$ cat config.mk
export PLATFORM = sky130hd
export DESIGN_NAME = ppm_ctrl
export DESIGN_NICKNAME = d
export VERILOG_FILES = /design/src/rtl/ppm_pkg.sv /design/src/rtl/ppm_timer_if.sv /design/src/rtl/ppm_timer.sv /design/src/rtl/ppm_ctrl.sv
export VERILOG_INCLUDE_DIRS = /design/src /design/src/rtl
export SDC_FILE = /design/constraint.sdc
export NUM_CORES = 1
export LEC_CHECK = 0
export BUFFER_PORTS_ARGS = -buffer_cell sky130_fd_sc_hd__buf_4
export CAP_MARGIN = 25
export CORE_ASPECT_RATIO = 2
export CORE_MARGIN = 5
export CORE_UTILIZATION = 65
export CTS_CLUSTER_DIAMETER = 200
export DETAILED_ROUTE_END_ITERATION = 16
export GPL_ROUTABILITY_DRIVEN = 0
export MAX_ROUTING_LAYER = met4
export PLACE_DENSITY = 0.85
export RECOVER_POWER = 25
export SLEW_MARGIN = 15
export SYNTH_ARGS = -nofsm -noshare
export SYNTH_HDL_FRONTEND = slang
export SYNTH_SLANG_ARGS = --single-unit
$ cat constraint.sdc
create_clock -name i_ref_clk -period 13.7 [get_ports i_ref_clk]
set_clock_uncertainty 0.1 [all_clocks]
set_input_delay 0.685 -clock i_ref_clk [delete_from_list [all_inputs] [get_ports i_ref_clk]]
set_output_delay 0.685 -clock i_ref_clk [all_outputs]
set_load 0.03 [all_outputs]
$ cat src/rtl/ppm_defs.svh
`ifndef PPM_DEFS_SVH
`define PPM_DEFS_SVH
`define PPM_REG_ADDR        7'h33
`define PPM_REG_RESET       8'h00
`define PPM_OVLD_SEL_HI     7
`define PPM_OVLD_SEL_LO     6
`define PPM_SURGE_EN_BIT    5
`define PPM_SAG_EN_BIT      4
`define PPM_OVLD_FLAG_BIT   3
`define PPM_RELAX_FLAG_BIT  2
`define PPM_PERIOD_HI       1
`define PPM_PERIOD_LO       0
`define PPM_CLK_HZ          40000000
`define PPM_OVLD_T0_MS      1
`define PPM_OVLD_T1_MS      2
`define PPM_OVLD_T2_MS      5
`define PPM_OVLD_T3_MS      10
`define PPM_PERIOD_T0_MS    20
`define PPM_PERIOD_T1_MS    40
`define PPM_PERIOD_T2_MS    60
`define PPM_PERIOD_T3_MS    80
`define PPM_CYC_PER_MS      (`PPM_CLK_HZ / 1000)
`endif

$ cat src/rtl/ppm_pkg.sv
`default_nettype none
package ppm_pkg;
   typedef enum logic [1:0] {
      PPM_IDLE,
      PPM_OVERLOAD,
      PPM_RELAX
   } ppm_state_t;
   typedef logic [23:0] ppm_count_t;
endpackage : ppm_pkg
`default_nettype wire

$ cat src/rtl/ppm_timer_if.sv
`timescale 1ns/1ps
`default_nettype none
interface ppm_timer_if;
   logic                 load;
   ppm_pkg::ppm_count_t  limit;
   logic                 expired;
   modport ctrl (output load, output limit, input expired);
   modport tmr  (input load, input limit, output expired);
endinterface : ppm_timer_if
`default_nettype wire

$ cat src/rtl/ppm_timer.sv
`timescale 1ns/1ps
`default_nettype none
module ppm_timer
   import ppm_pkg::*;
(
   input  wire logic  i_ref_clk,
   input  wire logic  i_rstn,
   ppm_timer_if.tmr   tif
);
   ppm_count_t count;

   // Restarts on load; expired holds once the limit is reached
   always_ff @(posedge i_ref_clk or negedge i_rstn) begin
      if (!i_rstn) begin
         count <= '0;
      end else if (tif.load) begin
         count <= '0;
      end else if (count < tif.limit) begin
         count <= count + 24'h000001;
      end
   end

   assign tif.expired = !tif.load && (count >= tif.limit);
endmodule : ppm_timer
`default_nettype wire

$ cat src/rtl/ppm_ctrl.sv
`timescale 1ns/1ps
`include "ppm_defs.svh"
`default_nettype none
module ppm_ctrl
   import ppm_pkg::*;
(
   input  wire logic        i_ref_clk,
   input  wire logic        i_rstn,
   input  wire logic [6:0]  i_addr,
   input  wire logic        i_wr,
   input  wire logic [7:0]  i_wdata,
   input  wire logic        i_reg_restore,
   input  wire logic        i_adapter_present,
   input  wire logic        i_surge_detect,
   input  wire logic        i_rail_sag_detect,
   output var  logic [7:0]  o_rdata,
   output var  logic        o_peak_active,
   output var  logic        o_overload_active,
   output var  logic        o_relax_active
);
   logic [1:0]  overload_time_select;
   logic        surge_trigger_enable;
   logic        rail_sag_trigger_enable;
   logic [1:0]  cycle_period_select;
   ppm_state_t  state;
   ppm_state_t  state_prev;
   logic        state_moved;
   ppm_count_t  hold_limit;
   ppm_count_t  relax_limit;
   logic        trigger;
   logic        hit;
   logic        adapter_prev;
   logic        adapter_gone;
   ppm_timer_if tif ();

   function automatic ppm_count_t ms_to_cycles(input int ms);
      ms_to_cycles = ppm_count_t'(ms * `PPM_CYC_PER_MS);
   endfunction : ms_to_cycles

   ppm_timer u_timer (
      .i_ref_clk (i_ref_clk),
      .i_rstn    (i_rstn),
      .tif       (tif)
   );

   assign hit = i_wr && (i_addr == `PPM_REG_ADDR);
   assign adapter_gone = adapter_prev && !i_adapter_present;
   assign state_moved  = state != state_prev;
   assign trigger = (surge_trigger_enable && i_surge_detect)
                 || (rail_sag_trigger_enable && i_rail_sag_detect);

   always_comb begin
      case (overload_time_select)
         2'h0:    hold_limit = ms_to_cycles(`PPM_OVLD_T0_MS);
         2'h1:    hold_limit = ms_to_cycles(`PPM_OVLD_T1_MS);
         2'h2:    hold_limit = ms_to_cycles(`PPM_OVLD_T2_MS);
         default: hold_limit = ms_to_cycles(`PPM_OVLD_T3_MS);
      endcase
   end

   // Relax phase fills the remainder of the combined period
   always_comb begin
      case (cycle_period_select)
         2'h0:    relax_limit = ms_to_cycles(`PPM_PERIOD_T0_MS);
         2'h1:    relax_limit = ms_to_cycles(`PPM_PERIOD_T1_MS);
         2'h2:    relax_limit = ms_to_cycles(`PPM_PERIOD_T2_MS);
         default: relax_limit = ms_to_cycles(`PPM_PERIOD_T3_MS);
      endcase
      relax_limit = (relax_limit > hold_limit) ? relax_limit - hold_limit : 24'h000001;
   end

   // Timer restarts in the cycle after every state change and while idle without a trigger;
   // overload phase lasts the overload time, relax phase the rest of the period
   always_comb begin
      tif.limit = (state == PPM_RELAX) ? relax_limit : hold_limit;
      tif.load  = 1'b0;
      case (state)
         PPM_IDLE:     tif.load = !trigger;
         PPM_OVERLOAD: tif.load = 1'b0;
         PPM_RELAX:    tif.load = 1'b0;
         default:      tif.load = 1'b1;
      endcase
      if (i_reg_restore || adapter_gone || state_moved) begin
         tif.load = 1'b1;
      end
   end

   always_ff @(posedge i_ref_clk or negedge i_rstn) begin
      if (!i_rstn) begin
         state_prev <= PPM_IDLE;
      end else begin
         state_prev <= state;
      end
   end

   always_ff @(posedge i_ref_clk or negedge i_rstn) begin
      if (!i_rstn) begin
         adapter_prev <= 1'b0;
      end else begin
         adapter_prev <= i_adapter_present;
      end
   end

   always_ff @(posedge i_ref_clk or negedge i_rstn) begin
      if (!i_rstn) begin
         overload_time_select    <= 2'h0;
         surge_trigger_enable    <= 1'b0;
         rail_sag_trigger_enable <= 1'b0;
         cycle_period_select     <= 2'h0;
      end else if (i_reg_restore) begin
         overload_time_select    <= 2'h0;
         surge_trigger_enable    <= 1'b0;
         rail_sag_trigger_enable <= 1'b0;
         cycle_period_select     <= 2'h0;
      end else begin
         if (hit) begin
            overload_time_select    <= i_wdata[`PPM_OVLD_SEL_HI:`PPM_OVLD_SEL_LO];
            surge_trigger_enable    <= i_wdata[`PPM_SURGE_EN_BIT];
            rail_sag_trigger_enable <= i_wdata[`PPM_SAG_EN_BIT];
            cycle_period_select     <= i_wdata[`PPM_PERIOD_HI:`PPM_PERIOD_LO];
         end
         // Removal beats a simultaneous write so a stale enable cannot survive
         if (adapter_gone) begin
            surge_trigger_enable    <= 1'b0;
            rail_sag_trigger_enable <= 1'b0;
         end
      end
   end

   // Writing one to a flag has no effect; only hardware enters a cycle
   always_ff @(posedge i_ref_clk or negedge i_rstn) begin
      if (!i_rstn) begin
         state <= PPM_IDLE;
      end else if (i_reg_restore || adapter_gone) begin
         state <= PPM_IDLE;
      end else begin
         case (state)
            PPM_IDLE: begin
               if (trigger && tif.expired) begin
                  state <= PPM_OVERLOAD;
               end
            end
            PPM_OVERLOAD: begin
               if (hit && !i_wdata[`PPM_OVLD_FLAG_BIT]) begin
                  state <= PPM_IDLE;
               end else if (tif.expired) begin
                  state <= PPM_RELAX;
               end
            end
            PPM_RELAX: begin
               if (hit && !i_wdata[`PPM_RELAX_FLAG_BIT]) begin
                  state <= PPM_IDLE;
               end else if (tif.expired) begin
                  state <= PPM_IDLE;
               end
            end
            default: state <= PPM_IDLE;
         endcase
      end
   end

   always_ff @(posedge i_ref_clk or negedge i_rstn) begin
      if (!i_rstn) begin
         o_rdata           <= `PPM_REG_RESET;
         o_peak_active     <= 1'b0;
         o_overload_active <= 1'b0;
         o_relax_active    <= 1'b0;
      end else begin
         o_rdata <= (i_addr == `PPM_REG_ADDR) ?
            {overload_time_select, surge_trigger_enable, rail_sag_trigger_enable,
             state == PPM_OVERLOAD, state == PPM_RELAX,
             cycle_period_select} : 8'h00;
         o_peak_active     <= state != PPM_IDLE;
         o_overload_active <= state == PPM_OVERLOAD;
         o_relax_active    <= state == PPM_RELAX;
      end
   end
endmodule : ppm_ctrl
`default_nettype wire

## Word-level counts from Yosys, hierarchy flattened

Index checks and enable logic that the tools add are counted.
Widths: inputs -> output; s select.

| word-level totals | value |
|---|---|
| bits of input ports | 22 |
| bits in read-only memories | 0 |
| logic and storage cells | 79 |
| output and inout port bits | 11 |
| memories kept | 0 |
| latch bits | 0 |
| bits in registers | 46 |
| bits in writable memories | 0 |

| operators by class | value |
|---|---|
| add/subtract/negate cells | 2 |
| bitwise gates (word level) | 0 |
| eq/ne operators | 11 |
| order comparisons | 3 |
| reduce and logical (&&, ||, !) cells | 25 |
| shift-type cells | 0 |
| div/mod/pow operators | 0 |
| multiplexer cells | 26 |
| $mul | 0 |

Operators with widths:

| kind | count |
|---|---|
| $mux 24 | 4 |
| $pmux 22 s3 | 1 |
| $pmux 19 s3 | 1 |
| $add 24x1->24 const B | 1 |
| $ge 24x24->1 | 1 |
| $gt 24x24->1 | 1 |
| $lt 24x24->1 | 1 |
| $sub 24x24->24 | 1 |
| $mux 2 | 10 |
| $logic_and 1x1->1 | 8 |
| $mux 8 | 1 |
| $eq 7x6->1 const B | 1 |
| $mux 1 | 7 |
| $eq 2x1->1 const B | 3 |
| $eq 2x2->1 const B | 3 |
| $logic_not 2->1 | 3 |
| $pmux 2 s3 | 1 |
| $reduce_bool 2->1 | 3 |
| $logic_not 1->1 | 5 |
| $ne 4x2->1 const B | 1 |
| $ne 4x4->1 const B | 1 |
| $logic_or 1x1->1 | 3 |
| $ne 3x3->1 const B | 1 |
| $reduce_and 3->1 | 1 |
| 4 further kinds | 4 |

## Longest topological paths before layout

| depth | value |
|---|---|
| depth in word-level cells | 11 |
| mapped depth | 19 |
| depth with buffers taken out | 18 |

## By module

From an unflattened synthesis, not the netlist that was laid out.

| unflattened totals | value |
|---|---|
| cell total of the unflattened synthesis | 461 |
| area total of the unflattened synthesis | 3,876.2 sq um |

By module, submodules not included:

| module | cells an instance | area an instance (sq um) | sequential area each (sq um) | times used |
|---|---|---|---|---|
| ppm_timer | 234 | 1,994.4 | 600.6 | 1 |
| ppm_ctrl | 227 | 1,881.8 | 550.5 | 1 |

## Least setup slack after synthesis

Ideal clock, no wire load.

| path | value |
|---|---|
| path type | flip-flop to flip-flop |
| from | register overload_time_select[0] |
| to | register state[0] |
| path slack | 9.314 ns |
| data arrival time | 4.148 ns |
| path buffers | 1 |
| cell stages (with the launch flop) | 18 |
| required time | 13.462 ns |
| period minus slack after synthesis | 4.386 ns |
| library setup time | 0.138 ns |
| cell sequence | dfrtp_1 > inv_1 > ha_1 > o21ai_0 > ha_1 > inv_1 > o21bai_1 > a31o_1 > a221o_1 > a21oi_1 > mux2_1 > ha_1 > nand4_1 > or4_4 > a21oi_2 > buf_4 > o31ai_1 > mux2i_1 |

| between the ends | value |
|---|---|
| cells in the longest elaborated chain, start to end | 10 |
| elaborated cells on any way between the ends | 15 |
| those cells by class | add/sub: 1; order compare: 2; eq/ne: 5; mux: 3; reduce/logical: 4 |

RTL lines:

| item | line | RTL |
|---|---|---|
| from (decl) | ppm_ctrl.sv:21 | `logic [1:0] overload_time_select;` |
| from (signal assigned) | ppm_ctrl.sv:117 | `` overload_time_select <= i_wdata[`PPM_OVLD_SEL_HI:`PPM_OVLD_SEL_LO]; `` |
| $eq 2x2->1, or another cell as far along | ppm_ctrl.sv:53 | `case (overload_time_select)` |
| $pmux 19 s3 * | ppm_ctrl.sv:53 |  |
| $sub 24x24->24 or $gt 24x24->1 (tied branches) | ppm_ctrl.sv:69 | `relax_limit = (relax_limit > hold_limit) ? relax_limit - hold_limit : 24'h000001;` |
| $mux 24 | ppm_ctrl.sv:69 |  |
| $mux 24 * | ppm_ctrl.sv:75 | `tif.limit = (state == PPM_RELAX) ? relax_limit : hold_limit;` |
| $ge 24x24->1 * | ppm_timer.sv:23 | `assign tif.expired = !tif.load && (count >= tif.limit);` |
| $logic_and 1x1->1 * | ppm_timer.sv:23 |  |
| $logic_and 1x1->1 | ppm_ctrl.sv:139 | `if (trigger && tif.expired) begin` |
| $ne 3x3->1 (no source line) | n/a |  |
| $reduce_and 3->1 (no source line) * | n/a |  |
| to (signal assigned) | ppm_ctrl.sv:140 | `state <= PPM_OVERLOAD;` |
| to (signal assigned) | ppm_ctrl.sv:145 | `state <= PPM_IDLE;` |
| to (signal assigned) | ppm_ctrl.sv:147 | `state <= PPM_RELAX;` |
| to (decl) | ppm_ctrl.sv:25 | `ppm_state_t state;` |

Mark *: on every way between the ends. The rest lies on a longest branch, timed or not.
A chain may end at the register's enable or synchronous reset.

## Worst setup path after layout

| path | value |
|---|---|
| from | register overload_time_select[0] |
| to | register u_timer.count[23] |

| between the ends | value |
|---|---|
| cells in the longest elaborated chain, start to end | 7 |
| elaborated cells on any way between the ends | 10 |
| those cells by class | add/sub: 1; order compare: 2; eq/ne: 2; mux: 3; reduce/logical: 2 |

RTL lines:

| item | line | RTL |
|---|---|---|
| $eq 2x2->1, or another cell as far along | ppm_ctrl.sv:53 |  |
| $pmux 19 s3 * | ppm_ctrl.sv:53 |  |
| $sub 24x24->24 or $gt 24x24->1 (tied branches) | ppm_ctrl.sv:69 |  |
| $mux 24 | ppm_ctrl.sv:69 |  |
| $mux 24 * | ppm_ctrl.sv:75 |  |
| $lt 24x24->1 * | ppm_timer.sv:18 | `end else if (count < tif.limit) begin` |
| $reduce_bool 2->1 (no source line) * | n/a |  |
| to (signal assigned) | ppm_timer.sv:19 | `count <= count + 24'h000001;` |
| to (decl) | ppm_timer.sv:10 | `ppm_count_t count;` |

Marked as above.

==> impl_metrics.prom <==
# TYPE chip_impl_metric gauge
chip_impl_metric{name="syn_area_per_cell",unit="um^2"} 8.80
chip_impl_metric{name="numPortBuffers",unit=""} 32
chip_impl_info{name="min_path_type",value="reg2reg"} 1
chip_impl_metric{name="detail-route-antenna-nets",unit=""} 0
chip_impl_metric{name="drt-initial-drc-count",unit=""} 294
chip_impl_metric{name="power_per_cell_area",unit="nW/um^2"} 65.7
chip_impl_metric{name="detailedRoute.firstPassIterationCount",unit=""} 7
chip_impl_metric{name="die_y",unit="um"} 118
chip_impl_metric{name="clock_path_buffers",unit=""} 2
chip_impl_metric{name="hpwlAfterDp",unit="um"} 7200
chip_impl_metric{name="cts_hold_buffers",unit=""} 0
chip_impl_metric{name="power.ir.vdd_worst",unit="V"} 0.000108
chip_impl_info{name="critical_path.top_delay_family",value="compound AO/OA/AOI/OAI gates"} 1
chip_impl_metric{name="drt_drc_violations_left",unit=""} 0
chip_impl_metric{name="floorplan.initialDensity",unit=""} 0.665
chip_impl_metric{name="antenna_cells",unit=""} 0
chip_impl_metric{name="groute.usage.overall",unit=""} 0.275
chip_impl_metric{name="synthMuxAreaShare",unit=""} 0.0535
chip_impl_info{name="timing.setup.critical_path_class",value="reg2reg"} 1
chip_impl_metric{name="postLayoutCellArea",unit="um^2"} 4130
chip_impl_metric{name="synth-warning-count",unit=""} 0
chip_impl_metric{name="ys_types",unit=""} 57
chip_impl_metric{name="clk-insertion-delay-late",unit="ps"} 300
chip_impl_metric{name="wire_length_of_the_first_global_routing_pass",unit="um"} 16200
chip_impl_metric{name="timing.max_cap.violations",unit=""} 1
chip_impl_metric{name="dpl-instance-area",unit="um^2"} 3960
chip_impl_metric{name="yosysSeqAreaShare",unit=""} 0.306
chip_impl_metric{name="finish.utilization",unit=""} 0.729
chip_impl_metric{name="route.detailed.vias_per_inst",unit=""} 6.67
chip_impl_metric{name="die_w",unit="um"} 63.8
chip_impl_metric{name="synth_xor_area_frac",unit=""} 0.0256
chip_impl_metric{name="htreeDepth",unit=""} 2
chip_impl_metric{name="setup-violations-final",unit=""} 0
chip_impl_info{name="critPathLaunchType",value="flop"} 1
chip_impl_info{name="run_status",value="complete, but fails checks"} 1
chip_impl_metric{name="clock.fmax",unit="GHz"} 0.191
chip_impl_info{name="slowest_cell_on_crit_path",value="sky130_fd_sc_hd__or4_4"} 1
chip_impl_metric{name="critical_path_required",unit="ps"} 13820
chip_impl_metric{name="vias",unit=""} 3429
chip_impl_metric{name="critPathArrivalTime",unit="ps"} 5360
chip_impl_metric{name="crit_path_max_incr_delay",unit="ps"} 580
chip_impl_metric{name="synth-edff-count",unit=""} 0
chip_impl_metric{name="share_of_async_settable_or_async_resettable_flops_after_synthesis",unit=""} 1.00
chip_impl_metric{name="grt_max_degree",unit=""} 47
chip_impl_metric{name="min_period",unit="ps"} 5240
chip_impl_metric{name="timing_max_transition_violations_final",unit=""} 47
chip_impl_metric{name="netlist_area_before_placement",unit="um^2"} 3760
chip_impl_metric{name="setup.reg_to_reg.worst_slack",unit="ps"} 8460
chip_impl_metric{name="cts_resized",unit=""} 0
chip_impl_info{name="failed_checks",value="capacitance limit, slew limit"} 1
chip_impl_metric{name="holdPathStages",unit=""} 0
chip_impl_info{name="rsz0062_at_grt",value="false"} 1
chip_impl_metric{name="period_share",unit=""} 0.383
chip_impl_metric{name="post-cts-setup-buffers",unit=""} 0
chip_impl_metric{name="detail_route.wl_per_cell",unit="um"} 18.8
chip_impl_info{name="largest_family_of_logic_cells_by_synthesized_area",value="simple AND/OR/NAND/NOR gates"} 1
chip_impl_metric{name="number_of_rows_created_at_floorplan",unit=""} 39
chip_impl_info{name="cpMostUsedCell",value="sky130_fd_sc_hd__ha_1"} 1
chip_impl_info{name="cp_cell_sequence",value="inv_1, ha_1, o21ai_0, ha_1, inv_1, o21bai_1, a31o_1, a221o_1, a21oi_1, mux2_1, ha_1, nand4_1, or4_4, a21oi_2, buf_6, or4_4, mux2i_1"} 1
chip_impl_metric{name="grt_pass1_vias",unit=""} 3543
chip_impl_info{name="commonest_register_cell_after_synthesis",value="sky130_fd_sc_hd__dfrtp_1"} 1
chip_impl_metric{name="path_max_fanout",unit=""} 14
chip_impl_metric{name="globalRouteOverflowTotal",unit=""} 0
chip_impl_info{name="worst_r2r_endpoint",value="u_timer.count[23]$_DFFE_PN0P_"} 1
chip_impl_info{name="cts_root_buf",value="sky130_fd_sc_hd__clkbuf_16"} 1
chip_impl_info{name="timing.critical_path.to",value="u_timer.count[23]$_DFFE_PN0P_"} 1
chip_impl_metric{name="leakage_power",unit="nW"} 1.84
chip_impl_metric{name="crit_cells",unit=""} 17
chip_impl_metric{name="tightest_slew",unit="ps"} 2480
chip_impl_metric{name="clock-sinks",unit=""} 46
chip_impl_metric{name="coreArea",unit="um^2"} 5660
chip_impl_metric{name="r2r_cells",unit=""} 17
chip_impl_metric{name="tritoncts.num_buffers",unit=""} 5
chip_impl_metric{name="floorplan.io_pins",unit=""} 33
chip_impl_metric{name="final-hold-violation-count",unit=""} 0
chip_impl_metric{name="finish.net_count",unit=""} 519
chip_impl_info{name="worstReg2RegStart",value="overload_time_select[0]$_DFFE_PN0P_"} 1
chip_impl_metric{name="yosys.area_share.adder",unit=""} 0.150
chip_impl_metric{name="post_route_cells_drive_above_1_share",unit=""} 0.119
chip_impl_metric{name="complex_gate_fraction_of_the_synthesized_area",unit=""} 0.130
chip_impl_metric{name="flow.area_growth_from_synthesis",unit="%"} 9.64
chip_impl_metric{name="postSynthNetCount",unit=""} 495
chip_impl_metric{name="syn-instance-count",unit=""} 428
chip_impl_metric{name="cp.buffers_inverters",unit=""} 3
chip_impl_metric{name="yosys_register_bits",unit=""} 46
chip_impl_info{name="cts_tree",value="yes"} 1
chip_impl_metric{name="cts.clk_slew.worst_paths",unit="ps"} 70
chip_impl_metric{name="synthSimpleGateAreaFrac",unit=""} 0.282
chip_impl_metric{name="antenna_found_initial",unit=""} 0
chip_impl_info{name="crit_start",value="overload_time_select[0]$_DFFE_PN0P_"} 1
chip_impl_metric{name="setup_tns",unit="ps"} 0
chip_impl_metric{name="design.die.area",unit="um^2"} 7510
chip_impl_info{name="cp-end-kind",value="flop"} 1
chip_impl_metric{name="slew_headroom",unit=""} -0.655
chip_impl_metric{name="total_wirelength_of_the_detailed_routed_design",unit="um"} 9670
## metrics by stage
stage          hold slack, ps  power (W)  setup slack, ps  std cells
2_1_floorplan             289   0.000142             9310        428
3_3_place_gp              371   0.000150             8410        503
3_5_place_dp              371   0.000151             8290        503
4_1_cts                   317   0.000272             8290        511
5_1_grt                   422   0.000279             8170        514
6_report                  403   0.000271             8460        514
## flip-flops by register name, indices dropped and copies added (netlist names)
name and cells:
o_relax_active 1, cycle_period_select 2, rail_sag_trigger_enable 1, overload_time_select 2, surge_trigger_enable 1, state 2
state_prev 2, u_timer.count 24, o_peak_active 1, o_overload_active 1, o_rdata 8, adapter_prev 1
## layer usage
layer / global-route usage / wire length, um / up-vias
li1: - / - / 1589
met4: 0.204 / 719 / 0
met1: 0.261 / 3270 / 1629
met2: 0.475 / 5230 / 151
met3: 0.0439 / 445 / 60
met5: - / 0 / -
## layout by cell type (no fill, tap or decap), types with 3 or more instances in the layout
cell type                   count
sky130_fd_sc_hd__o31ai_1        6
sky130_fd_sc_hd__nand2b_1      21
sky130_fd_sc_hd__nor4b_1        4
sky130_fd_sc_hd__a31oi_1        4
sky130_fd_sc_hd__nand2_1       44
sky130_fd_sc_hd__a311oi_1       3
sky130_fd_sc_hd__and4_1         4
sky130_fd_sc_hd__dfrtp_1       46
sky130_fd_sc_hd__ha_1          45
sky130_fd_sc_hd__nor2_1        17
sky130_fd_sc_hd__a21oi_1       33
sky130_fd_sc_hd__and3_1         9
sky130_fd_sc_hd__buf_4         30
sky130_fd_sc_hd__inv_1         20
sky130_fd_sc_hd__nor3_1        15
sky130_fd_sc_hd__xnor2_1        7
sky130_fd_sc_hd__o21ai_0        5
sky130_fd_sc_hd__mux2i_1       19
sky130_fd_sc_hd__nor4_1         5
sky130_fd_sc_hd__xor2_1         4
sky130_fd_sc_hd__nand4_1       18
sky130_fd_sc_hd__nand3_1       19
sky130_fd_sc_hd__and2_1        11
sky130_fd_sc_hd__nor2b_1        3
sky130_fd_sc_hd__or4_1          6
sky130_fd_sc_hd__clkbuf_16      5
sky130_fd_sc_hd__a21o_1         3
sky130_fd_sc_hd__o21ai_1        6
## cell usage after synthesis (5+ instances only)
cell type | number | area (um^2)
sky130_fd_sc_hd__nand3_1 | 19 | 95.1
sky130_fd_sc_hd__and2_1 | 11 | 68.8
sky130_fd_sc_hd__inv_1 | 20 | 75.1
sky130_fd_sc_hd__nand2b_1 | 21 | 131
sky130_fd_sc_hd__clkbuf_1 | 9 | 33.8
sky130_fd_sc_hd__nor3_1 | 15 | 75.1
sky130_fd_sc_hd__nand4_1 | 18 | 113
sky130_fd_sc_hd__nand2_1 | 44 | 165
sky130_fd_sc_hd__or4_1 | 6 | 45.0
sky130_fd_sc_hd__dfrtp_1 | 46 | 1150
sky130_fd_sc_hd__and3_1 | 9 | 56.3
sky130_fd_sc_hd__o21ai_1 | 6 | 30.0
sky130_fd_sc_hd__nor2_1 | 17 | 63.8
sky130_fd_sc_hd__ha_1 | 45 | 563
sky130_fd_sc_hd__a21oi_1 | 33 | 165
sky130_fd_sc_hd__nor4_1 | 5 | 31.3
sky130_fd_sc_hd__xnor2_1 | 7 | 61.3
sky130_fd_sc_hd__mux2i_1 | 19 | 190
sky130_fd_sc_hd__o21ai_0 | 5 | 25.0
sky130_fd_sc_hd__o31ai_1 | 6 | 45.0
## where the power goes
group | switching, W | internal [W]
combinational | 0.00000665 | 0.00000519
clock | 0.0000553 | 0.0000678
sequential | 0.000000111 | 0.000136
total | 0.0000620 | 0.000209
## layout make-up
| cell class | instances | area, um^2 |
|---|---|---|
| Tap cell | 61 | 76.3 |
| Inverter | 20 | 75.1 |
| Clock buffer | 6 | 129 |
| Timing Repair Buffer | 35 | 264 |
| Fill cell | 433 | 1530 |
| Clock inverter | 2 | 13.8 |
| Sequential cell | 46 | 1150 |
| Multi-Input combinational cell | 344 | 2420 |
## cell families (layout without fill, tap and decap cells)
kind of cell | count (synthesis) | after routing
buf+inv | 38 | 63
xor+xnor | 11 | 11
compound gates | 77 | 77
other cells | 1 | 1
mux | 20 | 20
flops | 46 | 46
simple gates | 190 | 190
fa+ha+maj | 45 | 45
## worst min path at each step
| stage | startpoint | endpoint | slack (ps) |
|---|---|---|---|
| CTS | i_rstn | u_timer.count[2]$_DFFE_PN0P_ | 320 |
| global route | state[0]$_DFFE_PN0P_ | state_prev[0]$_DFF_PN0_ | 420 |
| floorplan | i_rstn | adapter_prev$_DFF_PN0_ | 290 |
| detailed placement | state[0]$_DFFE_PN0P_ | state_prev[0]$_DFF_PN0_ | 370 |
| global placement | state[0]$_DFFE_PN0P_ | state_prev[0]$_DFF_PN0_ | 370 |
| finish | state[0]$_DFFE_PN0P_ | state_prev[0]$_DFF_PN0_ | 400 |
(Power assumes the default switching activity.)
